==> config.mk <==
export PLATFORM = sky130hd
export DESIGN_NAME = dbs_status_regs
export DESIGN_NICKNAME = d
export VERILOG_FILES = /design/src/rtl/dbs_pkg.sv /design/src/rtl/dbs_sync3.sv /design/src/rtl/dbs_wd_count.sv /design/src/rtl/dbs_status_regs.sv
export VERILOG_INCLUDE_DIRS = /design/src /design/src/rtl
export SDC_FILE = /design/constraint.sdc
export NUM_CORES = 1
export LEC_CHECK = 0
export ABC_AREA = 1
export BUFFER_PORTS_ARGS = -buffer_cell sky130_fd_sc_hd__buf_4
export CAP_MARGIN = 10
export CORE_ASPECT_RATIO = 0.8
export CORE_MARGIN = 2
export CORE_UTILIZATION = 31
export DETAILED_ROUTE_END_ITERATION = 12
export SYNTH_ARGS = -nofsm -noshare
export SYNTH_HDL_FRONTEND = slang
export SYNTH_SLANG_ARGS = --single-unit
==> constraint.sdc <==
create_clock -name clk_i -period 1.1 [get_ports clk_i]
set_clock_uncertainty 0.1 [all_clocks]
set_input_delay 0.165 -clock clk_i [delete_from_list [all_inputs] [get_ports clk_i]]
set_output_delay 0.165 -clock clk_i [all_outputs]
set_load 0.01 [all_outputs]
==> src/rtl/dbs_cfg.svh <==
/*
 Offsets, field positions and reset values for the device and bus status bank.
 Assumes it is included by bare name from rtl/ files.
*/
`ifndef DBS_CFG_SVH
`define DBS_CFG_SVH
// Register addresses on the serial register port
`define DBS_DEV_ADDR 7'h43
`define DBS_BUS_ADDR 7'h44
// Field positions of the device information status register
`define DBS_PRE_HI 7
`define DBS_PRE_LO 6
`define DBS_WDC_HI 3
`define DBS_WDC_LO 2
`define DBS_CMDF_BIT 1
`define DBS_FAIL_BIT 0
// Field positions of the bus communication status register
`define DBS_XF_HI 2
`define DBS_XF_LO 1
`define DBS_BUV_BIT 0
// Reset values
`define DBS_DEV_RST 8'h00
`define DBS_BUS_RST 8'h00
`endif

==> src/rtl/dbs_pkg.sv <==
/*
 Types shared by the device and bus status bank.
 Assumes dbs_cfg.svh is on the include path.
*/
package dbs_pkg;
  // Pre-restart state codes
  typedef enum logic [1:0] {
    DBS_PRE_CLEAR = 2'h0,
    DBS_PRE_FAIL = 2'h1,
    DBS_PRE_SLEEP = 2'h2,
    DBS_PRE_RSVD = 2'h3
  } dbs_pre_t;
  // Transceiver failure codes
  typedef enum logic [1:0] {
    DBS_XF_NONE = 2'h0,
    DBS_XF_THERM = 2'h1,
    DBS_XF_TXDOM = 2'h2,
    DBS_XF_BUSDOM = 2'h3
  } dbs_xf_t;
  // Events raised by the surrounding device logic, one-cycle pulses
  typedef struct packed {
    logic watchdog_failure_count;
    logic wd_ok;
    logic sev_ot;
    logic main_uv;
    logic sleep_nowake;
    logic failsafe_wake;
    logic sleep_entry;
    logic sleep_flags_set;
    logic bad_cmd;
    logic fail_out_on;
    logic xcv_therm;
    logic txd_dom;
    logic bus_dom;
  } dbs_evt_t;
  // Register write from the serial command decoder
  typedef struct packed {
    logic wr;
    logic [6:0] addr;
    logic [7:0] data;
  } dbs_wr_t;
endpackage : dbs_pkg

==> src/rtl/dbs_sync3.sv <==
/*
 Three-stage synchroniser for a level from outside the clock domain.
 A change is taken once the second and third stages agree.
*/
`timescale 1ns/1ps
module dbs_sync3 (
  input wire logic clk_i, // System clock
  input wire logic nrst_i, // Synchronous reset, active low
  input wire logic async_i, // Asynchronous level
  output logic sync_o // Filtered level
);
  logic s1_reg;
  logic s2_reg;
  logic s3_reg;
  // Shift chain
  always_ff @(posedge clk_i) begin
    if (!nrst_i) begin
      s1_reg <= 1'b0;
      s2_reg <= 1'b0;
      s3_reg <= 1'b0;
    end else begin
      s1_reg <= async_i;
      s2_reg <= s1_reg;
      s3_reg <= s2_reg;
    end
  end
  // Accept only stable level
  always_ff @(posedge clk_i) begin
    if (!nrst_i) begin
      sync_o <= 1'b0;
    end else if (s2_reg == s3_reg) begin
      sync_o <= s3_reg;
    end
  end
endmodule : dbs_sync3

==> src/rtl/dbs_wd_count.sv <==
/*
 Watchdog failure counter with freeze in configurations 2 and 4.
 Assumes fail and ok pulses come from logic on the same clock.
*/
`timescale 1ns/1ps
module dbs_wd_count
  import dbs_pkg::*;
(
  input wire logic clk_i, // System clock
  input wire logic nrst_i, // Synchronous reset, active low
  input wire logic watchdog_failure_count_i, // Trigger failure pulse
  input wire logic wd_ok_i, // Correct trigger pulse
  input wire logic freeze_cfg_i, // Configuration 2 or 4
  input wire logic one_fail_cfg_i, // Configuration 2: limit one
  input wire logic clr_i, // Host clear of the counter
  output logic [1:0] count_o, // Counter value
  output logic frozen_o // Counter held
);
  // Freeze after failure until correct trigger
  always_ff @(posedge clk_i) begin
    if (!nrst_i) begin
      frozen_o <= 1'b0;
    end else if (wd_ok_i) begin
      frozen_o <= 1'b0;
    end else if (watchdog_failure_count_i && freeze_cfg_i) begin
      frozen_o <= 1'b1;
    end
  end
  // Count failures, saturate below 11, self-clear on good trigger when not frozen
  always_ff @(posedge clk_i) begin
    if (!nrst_i) begin
      count_o <= 2'h0;
    end else if (watchdog_failure_count_i && !frozen_o) begin
      if (one_fail_cfg_i) begin
        count_o <= 2'h1;
      end else if (count_o != 2'h2) begin
        count_o <= count_o + 2'h1;
      end
    end else if ((wd_ok_i && !frozen_o) || clr_i) begin
      count_o <= 2'h0;
    end
  end
  // Counter range and freeze checks
  a_wdc_never_three: assert property (@(posedge clk_i) disable iff (!nrst_i)
    count_o != 2'h3) else $error("watchdog count reached 11");
  a_wdc_frozen_hold: assert property (@(posedge clk_i) disable iff (!nrst_i)
    frozen_o && !wd_ok_i && !clr_i |=> $stable(count_o))
    else $error("frozen watchdog count changed");
endmodule : dbs_wd_count

==> src/rtl/dbs_status_regs.sv <==
/*
 Device information status and bus communication status registers.
 Assumes the serial decoder gives one-cycle write strobes on this clock; a write
 of 1 to a flag bit clears it. Restart is not a reset here: nrst_i is power-on
 or soft reset only.
*/
`timescale 1ns/1ps
`include "dbs_cfg.svh"
module dbs_status_regs
  import dbs_pkg::*;
(
  input wire logic clk_i, // 20 MHz system clock
  input wire logic nrst_i, // Power-on or soft reset, active low
  input dbs_evt_t evt_i, // Event pulses from device logic
  input dbs_wr_t wr_i, // Host write strobe
  input wire logic rd_i, // Host read strobe
  input wire logic [6:0] rd_addr_i, // Host read address
  input wire logic [1:0] dev_cfg_i, // Device configuration select, 0..3 = 1..4
  input wire logic xcv_mode_i, // Transceiver mode bit
  input wire logic bus_uv_pin_i, // Bus supply undervoltage comparator
  output logic [7:0] rd_data_o, // Read data
  output logic [7:0] dev_info_o, // Device register image
  output logic [7:0] bus_comm_o, // Bus register image
  output logic tx_disable_o // Transmitter disabled
);
  logic [1:0] pre_reg;
  logic cmdf_reg;
  logic fail_reg;
  logic [1:0] xf_reg;
  logic buv_reg;
  logic [1:0] wdc;
  logic uv_sync;
  logic wr_dev;
  logic wr_bus;
  logic freeze_cfg;
  logic one_fail_cfg;
  logic fail_evt;
  logic [7:0] dev_next;
  logic [7:0] bus_next;

  // Write decode
  assign wr_dev = wr_i.wr && (wr_i.addr == `DBS_DEV_ADDR);
  assign wr_bus = wr_i.wr && (wr_i.addr == `DBS_BUS_ADDR);
  // Configuration decode
  assign freeze_cfg = dev_cfg_i[0]; // Configurations 2 and 4
  assign one_fail_cfg = (dev_cfg_i == 2'h1);
  assign fail_evt = evt_i.watchdog_failure_count | evt_i.sev_ot | evt_i.main_uv |
                    evt_i.sleep_nowake | evt_i.failsafe_wake;

  dbs_sync3 u_uv_sync (
    .clk_i(clk_i),
    .nrst_i(nrst_i),
    .async_i(bus_uv_pin_i),
    .sync_o(uv_sync)
  );

  dbs_wd_count u_wdc (
    .clk_i(clk_i),
    .nrst_i(nrst_i),
    .watchdog_failure_count_i(evt_i.watchdog_failure_count),
    .wd_ok_i(evt_i.wd_ok),
    .freeze_cfg_i(freeze_cfg),
    .one_fail_cfg_i(one_fail_cfg),
    .clr_i(wr_dev && (wr_i.data[`DBS_WDC_HI:`DBS_WDC_LO] != 2'h0)),
    .count_o(wdc),
    .frozen_o()
  );

  // Pre-restart state: failure beats sleep, set beats clear
  always_ff @(posedge clk_i) begin
    if (!nrst_i) begin
      pre_reg <= DBS_PRE_CLEAR;
    end else if (fail_evt) begin
      pre_reg <= DBS_PRE_FAIL;
    end else if (evt_i.sleep_entry || evt_i.sleep_flags_set) begin
      pre_reg <= DBS_PRE_SLEEP;
    end else if (wr_dev && (wr_i.data[`DBS_PRE_HI:`DBS_PRE_LO] != 2'h0)) begin
      pre_reg <= DBS_PRE_CLEAR;
    end
  end

  // Invalid-command flag
  always_ff @(posedge clk_i) begin
    if (!nrst_i) begin
      cmdf_reg <= 1'b0;
    end else if (evt_i.bad_cmd) begin
      cmdf_reg <= 1'b1;
    end else if (wr_dev && wr_i.data[`DBS_CMDF_BIT]) begin
      cmdf_reg <= 1'b0;
    end
  end

  // Fail output activation flag
  always_ff @(posedge clk_i) begin
    if (!nrst_i) begin
      fail_reg <= 1'b0;
    end else if (evt_i.fail_out_on) begin
      fail_reg <= 1'b1;
    end else if (wr_dev && wr_i.data[`DBS_FAIL_BIT]) begin
      fail_reg <= 1'b0;
    end
  end

  // Transceiver failure cause, latest event wins
  always_ff @(posedge clk_i) begin
    if (!nrst_i) begin
      xf_reg <= DBS_XF_NONE;
    end else if (evt_i.bus_dom) begin
      xf_reg <= DBS_XF_BUSDOM;
    end else if (evt_i.txd_dom) begin
      xf_reg <= DBS_XF_TXDOM;
    end else if (evt_i.xcv_therm) begin
      xf_reg <= DBS_XF_THERM;
    end else if (wr_bus && (wr_i.data[`DBS_XF_HI:`DBS_XF_LO] != 2'h0)) begin
      xf_reg <= DBS_XF_NONE;
    end
  end

  // Bus supply undervoltage, gated by transceiver mode
  always_ff @(posedge clk_i) begin
    if (!nrst_i) begin
      buv_reg <= 1'b0;
    end else if (uv_sync && xcv_mode_i) begin
      buv_reg <= 1'b1;
    end else if (wr_bus && wr_i.data[`DBS_BUV_BIT]) begin
      buv_reg <= 1'b0;
    end
  end

  // Register images with reserved bits zero
  always_comb begin
    dev_next = `DBS_DEV_RST;
    dev_next[`DBS_PRE_HI:`DBS_PRE_LO] = pre_reg;
    dev_next[`DBS_WDC_HI:`DBS_WDC_LO] = wdc;
    dev_next[`DBS_CMDF_BIT] = cmdf_reg;
    dev_next[`DBS_FAIL_BIT] = fail_reg;
    bus_next = `DBS_BUS_RST;
    bus_next[`DBS_XF_HI:`DBS_XF_LO] = xf_reg;
    bus_next[`DBS_BUV_BIT] = buv_reg;
  end

  // Registered outputs
  always_ff @(posedge clk_i) begin
    if (!nrst_i) begin
      dev_info_o <= `DBS_DEV_RST;
      bus_comm_o <= `DBS_BUS_RST;
      tx_disable_o <= 1'b0;
    end else begin
      dev_info_o <= dev_next;
      bus_comm_o <= bus_next;
      tx_disable_o <= buv_reg;
    end
  end

  // Read port, one cycle latency, no side effect
  always_ff @(posedge clk_i) begin
    if (!nrst_i) begin
      rd_data_o <= 8'h00;
    end else if (rd_i) begin
      if (rd_addr_i == `DBS_DEV_ADDR) begin
        rd_data_o <= dev_next;
      end else if (rd_addr_i == `DBS_BUS_ADDR) begin
        rd_data_o <= bus_next;
      end else begin
        rd_data_o <= 8'h00;
      end
    end
  end

  // Pre-restart state checks
  a_pre_fail_set: assert property (@(posedge clk_i) disable iff (!nrst_i)
    fail_evt |=> pre_reg == DBS_PRE_FAIL) else $error("failure code missing");
  a_pre_no_self: assert property (@(posedge clk_i) disable iff (!nrst_i)
    pre_reg != 2'h0 && !wr_dev |=> pre_reg != 2'h0) else $error("state self cleared");
  a_pre_sleep: assert property (@(posedge clk_i) disable iff (!nrst_i)
    (evt_i.sleep_entry || evt_i.sleep_flags_set) && !fail_evt |=> pre_reg == DBS_PRE_SLEEP)
    else $error("sleep code missing");
  // Flag and image checks
  a_cmd_flag_set: assert property (@(posedge clk_i) disable iff (!nrst_i)
    evt_i.bad_cmd |=> ##1 dev_info_o[1]) else $error("command flag not shown");
  a_cmd_flag_hold: assert property (@(posedge clk_i) disable iff (!nrst_i)
    cmdf_reg && !wr_dev |=> cmdf_reg) else $error("command flag lost");
  a_fail_flag_set: assert property (@(posedge clk_i) disable iff (!nrst_i)
    evt_i.fail_out_on |=> fail_reg) else $error("fail flag not set");
  a_rsvd_zero: assert property (@(posedge clk_i) disable iff (!nrst_i)
    dev_info_o[5:4] == 2'h0 && bus_comm_o[7:3] == 5'h00)
    else $error("reserved bit set");
  a_reset_zero: assert property (@(posedge clk_i)
    !nrst_i |=> dev_info_o == 8'h00 && bus_comm_o == 8'h00)
    else $error("reset value wrong");
  // Bus register checks
  a_uv_gated: assert property (@(posedge clk_i) disable iff (!nrst_i)
    !buv_reg && !xcv_mode_i |=> !buv_reg) else $error("undervoltage with mode off");
  a_uv_txoff: assert property (@(posedge clk_i) disable iff (!nrst_i)
    buv_reg |=> tx_disable_o) else $error("transmitter not disabled");
  a_xf_code: assert property (@(posedge clk_i) disable iff (!nrst_i)
    evt_i.txd_dom && !evt_i.bus_dom |=> xf_reg == DBS_XF_TXDOM)
    else $error("transmit timeout code wrong");
  // Main scenarios
  c_fail_restart: cover property (@(posedge clk_i) disable iff (!nrst_i) fail_evt);
  c_sleep_flags: cover property (@(posedge clk_i) disable iff (!nrst_i)
    evt_i.sleep_flags_set && !evt_i.sleep_entry);
  c_wd_two: cover property (@(posedge clk_i) disable iff (!nrst_i) wdc == 2'h2);
  c_uv_set: cover property (@(posedge clk_i) disable iff (!nrst_i) $rose(buv_reg));
endmodule : dbs_status_regs

==> Word level (Yosys, flattened, before mapping) <==
Index checks and enable logic that the tools add are counted.
{ "totals": {"ff_bits": 39, "inputBits": 43, "output_inout_bits": 25} }
{ "op_classes": {"addsub": 1, "n_eq_ne": 8, "n_mux": 19, "bitwise_logic": 5, "reduce_logical": 28} }
{ "op_table": {"columns": ["cell", "n"], "rows": [
  ["== test 7 bit, second input constant", 4],
  ["2-to-1 mux 2 bit", 10],
  ["nonzero test 2 bit", 8],
  ["logical AND 1 bit", 12],
  ["2-to-1 mux 8 bit", 1],
  ["2-to-1 mux 1 bit", 7],
  ["bitwise OR 1 bit", 4],
  ["nonzero test 4 bit", 1],
  ["OR reduction 2 bit", 2],
  ["2-to-1 mux 3 bit", 1],
  ["inequality test 3 bit, second input constant", 1],
  ["nonzero test 3 bit", 1],
  ["adder 2 x 1 -> 2 bit, second input constant", 1],
  ["== test 2 x 1 -> 1 bit, second input constant", 1],
  ["logical OR 1 bit", 2],
  ["inequality test 2 bit, second input constant", 1],
  ["AND reduction 2 bit", 1],
  ["== test 1 bit", 1],
  ["zero test 1 bit", 1],
  ["NOT 1 bit", 1]
]} }

==> Longest topological paths before layout <==
{ "logic_depth": {"ltp_word": 7, "ltp_mapped": 8, "ltp_nobuf": 8} }

==> By module <==
A second synthesis with hierarchy kept.
{ "unflattened": {"cells_unflattened": 190, "area_unflattened_um2": 1336.3} }
{ "by_module_without_submodules": {"columns": ["module", "instances", "cells_per_inst", "area_per_inst_um2", "seq_area_each_um2"], "rows": [
  ["dbs_status_regs", 1, 151, 1043.5, 440.4],
  ["dbs_wd_count", 1, 26, 176.4, 60.1],
  ["dbs_sync3", 1, 13, 116.4, 80.1]
]} }

==> Least setup slack after synthesis <==
OpenSTA, ideal clock, no wires.
{ "synth_timing": {"path_type": "reg2reg", "startpoint": "reg u_wdc.count_o[0]", "endpoint": "reg u_wdc.count_o[1]", "setup_time_ns": 0.064, "arrival_ns": 0.949, "required_ns": 0.936, "setup_slack_ns": -0.012, "path_stages_with_launch": 8, "n_path_buf": 0, "synth_period_minus_slack_ns": 1.112, "cell_sequence": "dfxtp_1 > inv_1 > ha_1 > nor2_1 > nand2_1 > nand3_1 > nand2_1 > nor2_1"} }
{ "synth_via": {"elab_chain_len": 4, "word_cells_on_any_way": 7} }
{ "synth_rtl": {"columns": ["item", "line_no", "rtl"], "rows": [
  ["start, declared", "dbs_wd_count.sv:16", "output logic [1:0] count_o,"],
  ["start signal, assigned", "dbs_wd_count.sv:37", "count_o <= count_o + 2'h1;"],
  ["adder 2 x 1 -> 2 bit", "dbs_wd_count.sv:37", null],
  ["2-to-1 mux 2 bit", "dbs_wd_count.sv:36", "end else if (count_o != 2'h2) begin"],
  ["2-to-1 mux 2 bit", "dbs_wd_count.sv:34", "if (one_fail_cfg_i) begin"],
  ["2-to-1 mux 2 bit", "dbs_wd_count.sv:33", "end else if (watchdog_failure_count_i && !frozen_o) begin"]
]} }
Several ways; a longest one is shown, not always the timed one. The select of a mux whose other input is x is not followed.
A chain may end at the register's enable or synchronous reset.

==> Worst setup path after layout <==
Ends and elaborated chain as after synthesis.

==> tab_implementation.tex <==
\begin{tabular}{lr}
\hline
Metric & Value \\
\hline
\multicolumn{2}{l}{\textbf{Yosys}} \\
\quad Arithmetic-cell share of the synthesized area counting full adders, half adders and majority gates & 0.00953 \\
\quad Fraction of registers with async set/reset & 0 \\
\quad Xor/xnor cell area share of the yosys netlist & 0 \\
\quad Dominant combinational cell family by area after synthesis & simple AND/OR/NAND/NOR gates \\
\quad Most used standard cells in the synthesized netlist & 30 x inv\_1, 30 x nand2\_1, 29 x dfxtp\_1 \\
\quad Yosys top cell area share & 0.442 \\
\quad Post-synth top area cell & dfxtp\_1 \\
\quad Simple logic cell fraction of the synthesized area & 0.261 \\
\quad Number of distinct standard cells referenced by the synthesized netlist & 26 \\
\quad Sequential area share after synthesis & 0.442 \\
\quad Number of standard cells after synthesis & 174 \\
\quad Combined area of all synthesized cells & 0.00131 mm\^{}2 \\
\quad Proportion of synthesized area in mux cells & 0 \\
\quad Biggest area contributors in the synthesized netlist & dfxtp\_1 44\%, inv\_1 8.6\%, nand2\_1 8.6\% \\
\quad Most frequently used flop master after synthesis & dfxtp\_1 \\
\quad Synth Area in Compound Gates & 0.126 \\
\quad Number of enable flip-flop cells after synthesis & 0 \\
\quad Mean instance size in the synthesized netlist & 7.54 um\^{}2 \\
\quad Flip-flop and latch count after synthesis & 29 \\
\quad Synthesis warning total & 0 \\
\multicolumn{2}{l}{\textbf{Clock tree}} \\
\quad Clk buf depth & 2 \\
\quad Clock root buffer & clkbuf\_8 \\
\quad Clock insertion delay at the later pin of the skew report & 0.28 ns \\
\quad Clock input transition at the sequential cells of the worst setup and hold paths & 0.06 ns \\
\quad Total setup buffers inserted after CTS & 0 \\
\quad Maximum level of the CTS H-tree & 2 \\
\quad Clock tree from TritonCTS & done \\
\quad Clock buffer count from CTS & 5 \\
\quad Clock Sinks & 29 \\
\multicolumn{2}{l}{\textbf{Route}} \\
\quad WL per Instance & 9.95 um \\
\quad Total Wirelength & 2960 um \\
\quad Drt first pass iters & 4 \\
\quad Drt drc & 0 \\
\quad Average via count per standard cell & 4.11 \\
\quad Via count & 1221 \\
\quad Number of DRC markers after the initial detailed-route iteration & 52 \\
\quad Count of antenna-violating nets left after detailed routing & 0 \\
\multicolumn{2}{l}{\textbf{Finish}} \\
\quad Fraction of final layout cells with drive strength greater than 1 & 0.338 \\
\quad Number of antenna diodes & 0 \\
\quad NumNets Final & 283 \\
\quad Area taken by flip-flops and latches & 583 um\^{}2 \\
\quad Largest regs & dev\_info\_o: 6 flops, rd\_data\_o: 6 flops, bus\_comm\_o: 3 flops \\
\quad Number of filler cells placed in the layout & 434 \\
\quad End-of-flow core utilization & 0.476 \\
\quad Multi-input combinational cell area & 569 um\^{}2 \\
\quad Area grow syn2layout & 49.6\% \\
\multicolumn{2}{l}{\textbf{Timing}} \\
\quad Number of hold violations in the final report & 0 \\
\quad Top achievable clock speed & 928 MHz \\
\quad Fraction of the cycle the final worst path needs & 0.980 \\
\quad Final setup violation count & 0 \\
\quad Minimum hold slack & 0.0350 ns \\
\quad Setup slack of the critical path after layout & 0.0221 ns \\
\quad Final count of pins violating max slew & 0 \\
\quad Crit path time final & 1.08 ns \\
\quad Setup repair after global routing missed its margin & yes \\
\multicolumn{2}{l}{\textbf{GRT}} \\
\quad GRT overflow & 0 \\
\quad Vias in the first global route & 1105 \\
\quad Maximum number of pins on one net before global-route repair & 21 \\
\quad Initial antenna violation count & 0 \\
\quad Global-route wire length before repair & 4800 um \\
\quad GRT Resource Usage Total & 0.130 \\
\multicolumn{2}{l}{\textbf{Floorplan}} \\
\quad Area of the die & 0.00477 mm\^{}2 \\
\quad Initial Util & 0.318 \\
\quad Std-Cell Rows & 21 \\
\quad Core Box Area & 0.00413 mm\^{}2 \\
\quad Horizontal extent of the die & 76.8 um \\
\quad Num ports & 68 \\
\quad Die height & 62.2 um \\
\multicolumn{2}{l}{\textbf{Power}} \\
\quad Leak Pwr & 1.03 nW \\
\quad Peak VDD IR & 0.000774 V \\
\quad Power density over cell area & 1440 mW/mm\^{}2 \\
\quad Power consumption & 2.82 mW \\
\multicolumn{2}{l}{\textbf{Setup path}} \\
\quad CP Data Arrival Time & 1.16 ns \\
\quad Req. time, crit path & 1.18 ns \\
\quad Crit Path Category & register to register \\
\quad Sort of element at the start of the critical path & register \\
\quad Crit-path slowest cell & dfxtp\_2 \\
\quad Worst setup EP type & register \\
\quad CP Cell Sequence & inv\_2 -> ha\_4 -> nor2\_2 -> nand2\_1 -> nand3\_1 -> nand2\_1 -> nor2\_1 \\
\quad Cell seen most often among critical-path stages & nand2\_1 \\
\quad Max incr delay on CP & 0.33 ns \\
\quad Highest net fanout along the worst path & 2 \\
\multicolumn{2}{l}{\textbf{Min path}} \\
\quad Hold crit path type & input port to register \\
\multicolumn{2}{l}{\textbf{Place}} \\
\quad Placer's final routability congestion estimate & 0.754 \\
\quad Half-perimeter wire length of the detailed placement result & 2310 um \\
\quad IO buf count & 56 \\
\quad Setup slack at placement & -0.105 ns \\
\multicolumn{2}{l}{\textbf{Run}} \\
\quad Max Cap Violations & 0 \\
\multicolumn{2}{l}{\textbf{Outcome}} \\
\quad Outcome & complete, no violations \\
\hline
\end{tabular}
[report_power, final]
part	total [mW]	internal (mW)	switching, mW
Clock	1.30	0.899	0.406
Combinational	0.384	0.210	0.174
Sequential	1.13	1.11	0.0268
Total	2.82	2.21	0.606
[worst max-delay path: cells and delay by family, from the launching register on]
family / cells / cell delay [ns]
AND/OR/NAND/NOR: 5 / 0.24
flip-flops: 1 / 0.33
adder cells (fa/ha/maj): 1 / 0.26
buffers and inverters: 1 / 0.05
[kinds of logic after synthesis]
family / count (synthesis)
flops: 29
buf+inv: 44
simple gates: 73
compound gates: 26
other cells: 1
fa+ha+maj: 1
[metal layers]
layer	share of wire	wire [um]	track usage
met3	0.088	261	0.0698
met2	0.43	1260	0.198
met4	0.015	44	0.0409
met1	0.47	1390	0.158
met5	0	0	0
[metrics by stage]
step | std cells | instance area (um^2) | setup TNS [ns]
3_5_place_dp | 284 | 1760 | -0.709
2_1_floorplan | 182 | 1340 | 0
6_report | 297 | 1960 | 0
3_3_place_gp | 284 | 1760 | -0.576
5_1_grt | 297 | 1960 | -0.0616
4_1_cts | 297 | 1960 | 0
[area by class of cell]
cell class	count	area share
Inverter	30	0.0574
Multi-Input combinational cell	109	0.290
Clock inverter	3	0.0331
Tap cell	57	0.0363
Clock buffer	5	0.0351
Sequential cell	29	0.297
Timing Repair Buffer	64	0.251
[path summary, 6_finish.rpt]
check                           startpoint                            end  slack (ns)  cells past startpoint
max          u_wdc.count_o[0]$_SDFFE_PN0P_  u_wdc.count_o[1]$_SDFFE_PN0P_        0.02                      7
min                               evt_i[0]         xf_reg[1]$_SDFFE_PN0P_        0.04                      3
max reg2reg  u_wdc.count_o[0]$_SDFFE_PN0P_  u_wdc.count_o[1]$_SDFFE_PN0P_        0.02                      7
min reg2reg    u_uv_sync.s1_reg$_SDFF_PN0_    u_uv_sync.s2_reg$_SDFF_PN0_        0.31                      2
[repair_timing]
action,4_1_cts,5_1_grt
hold buffers,5,0
hold endpoints to repair,5,0
gates resized for setup,4,1
pin swaps,4,2
endpoints found under the setup margin,2,1
[layout by cell type, fill, tap and decap left out, drive strengths merged, types with 3 or more instances in the layout]
cell type and count:
nor3 5, conb 9, nand3 11, a21oi 9, inv 30, dlygate4sd3 5, buf 59, clkbuf 5
dfxtp 29, o21ai 11, nand2 31, nand4 3, nor2 19
Note: power is estimated with default switching activity, not from simulation.
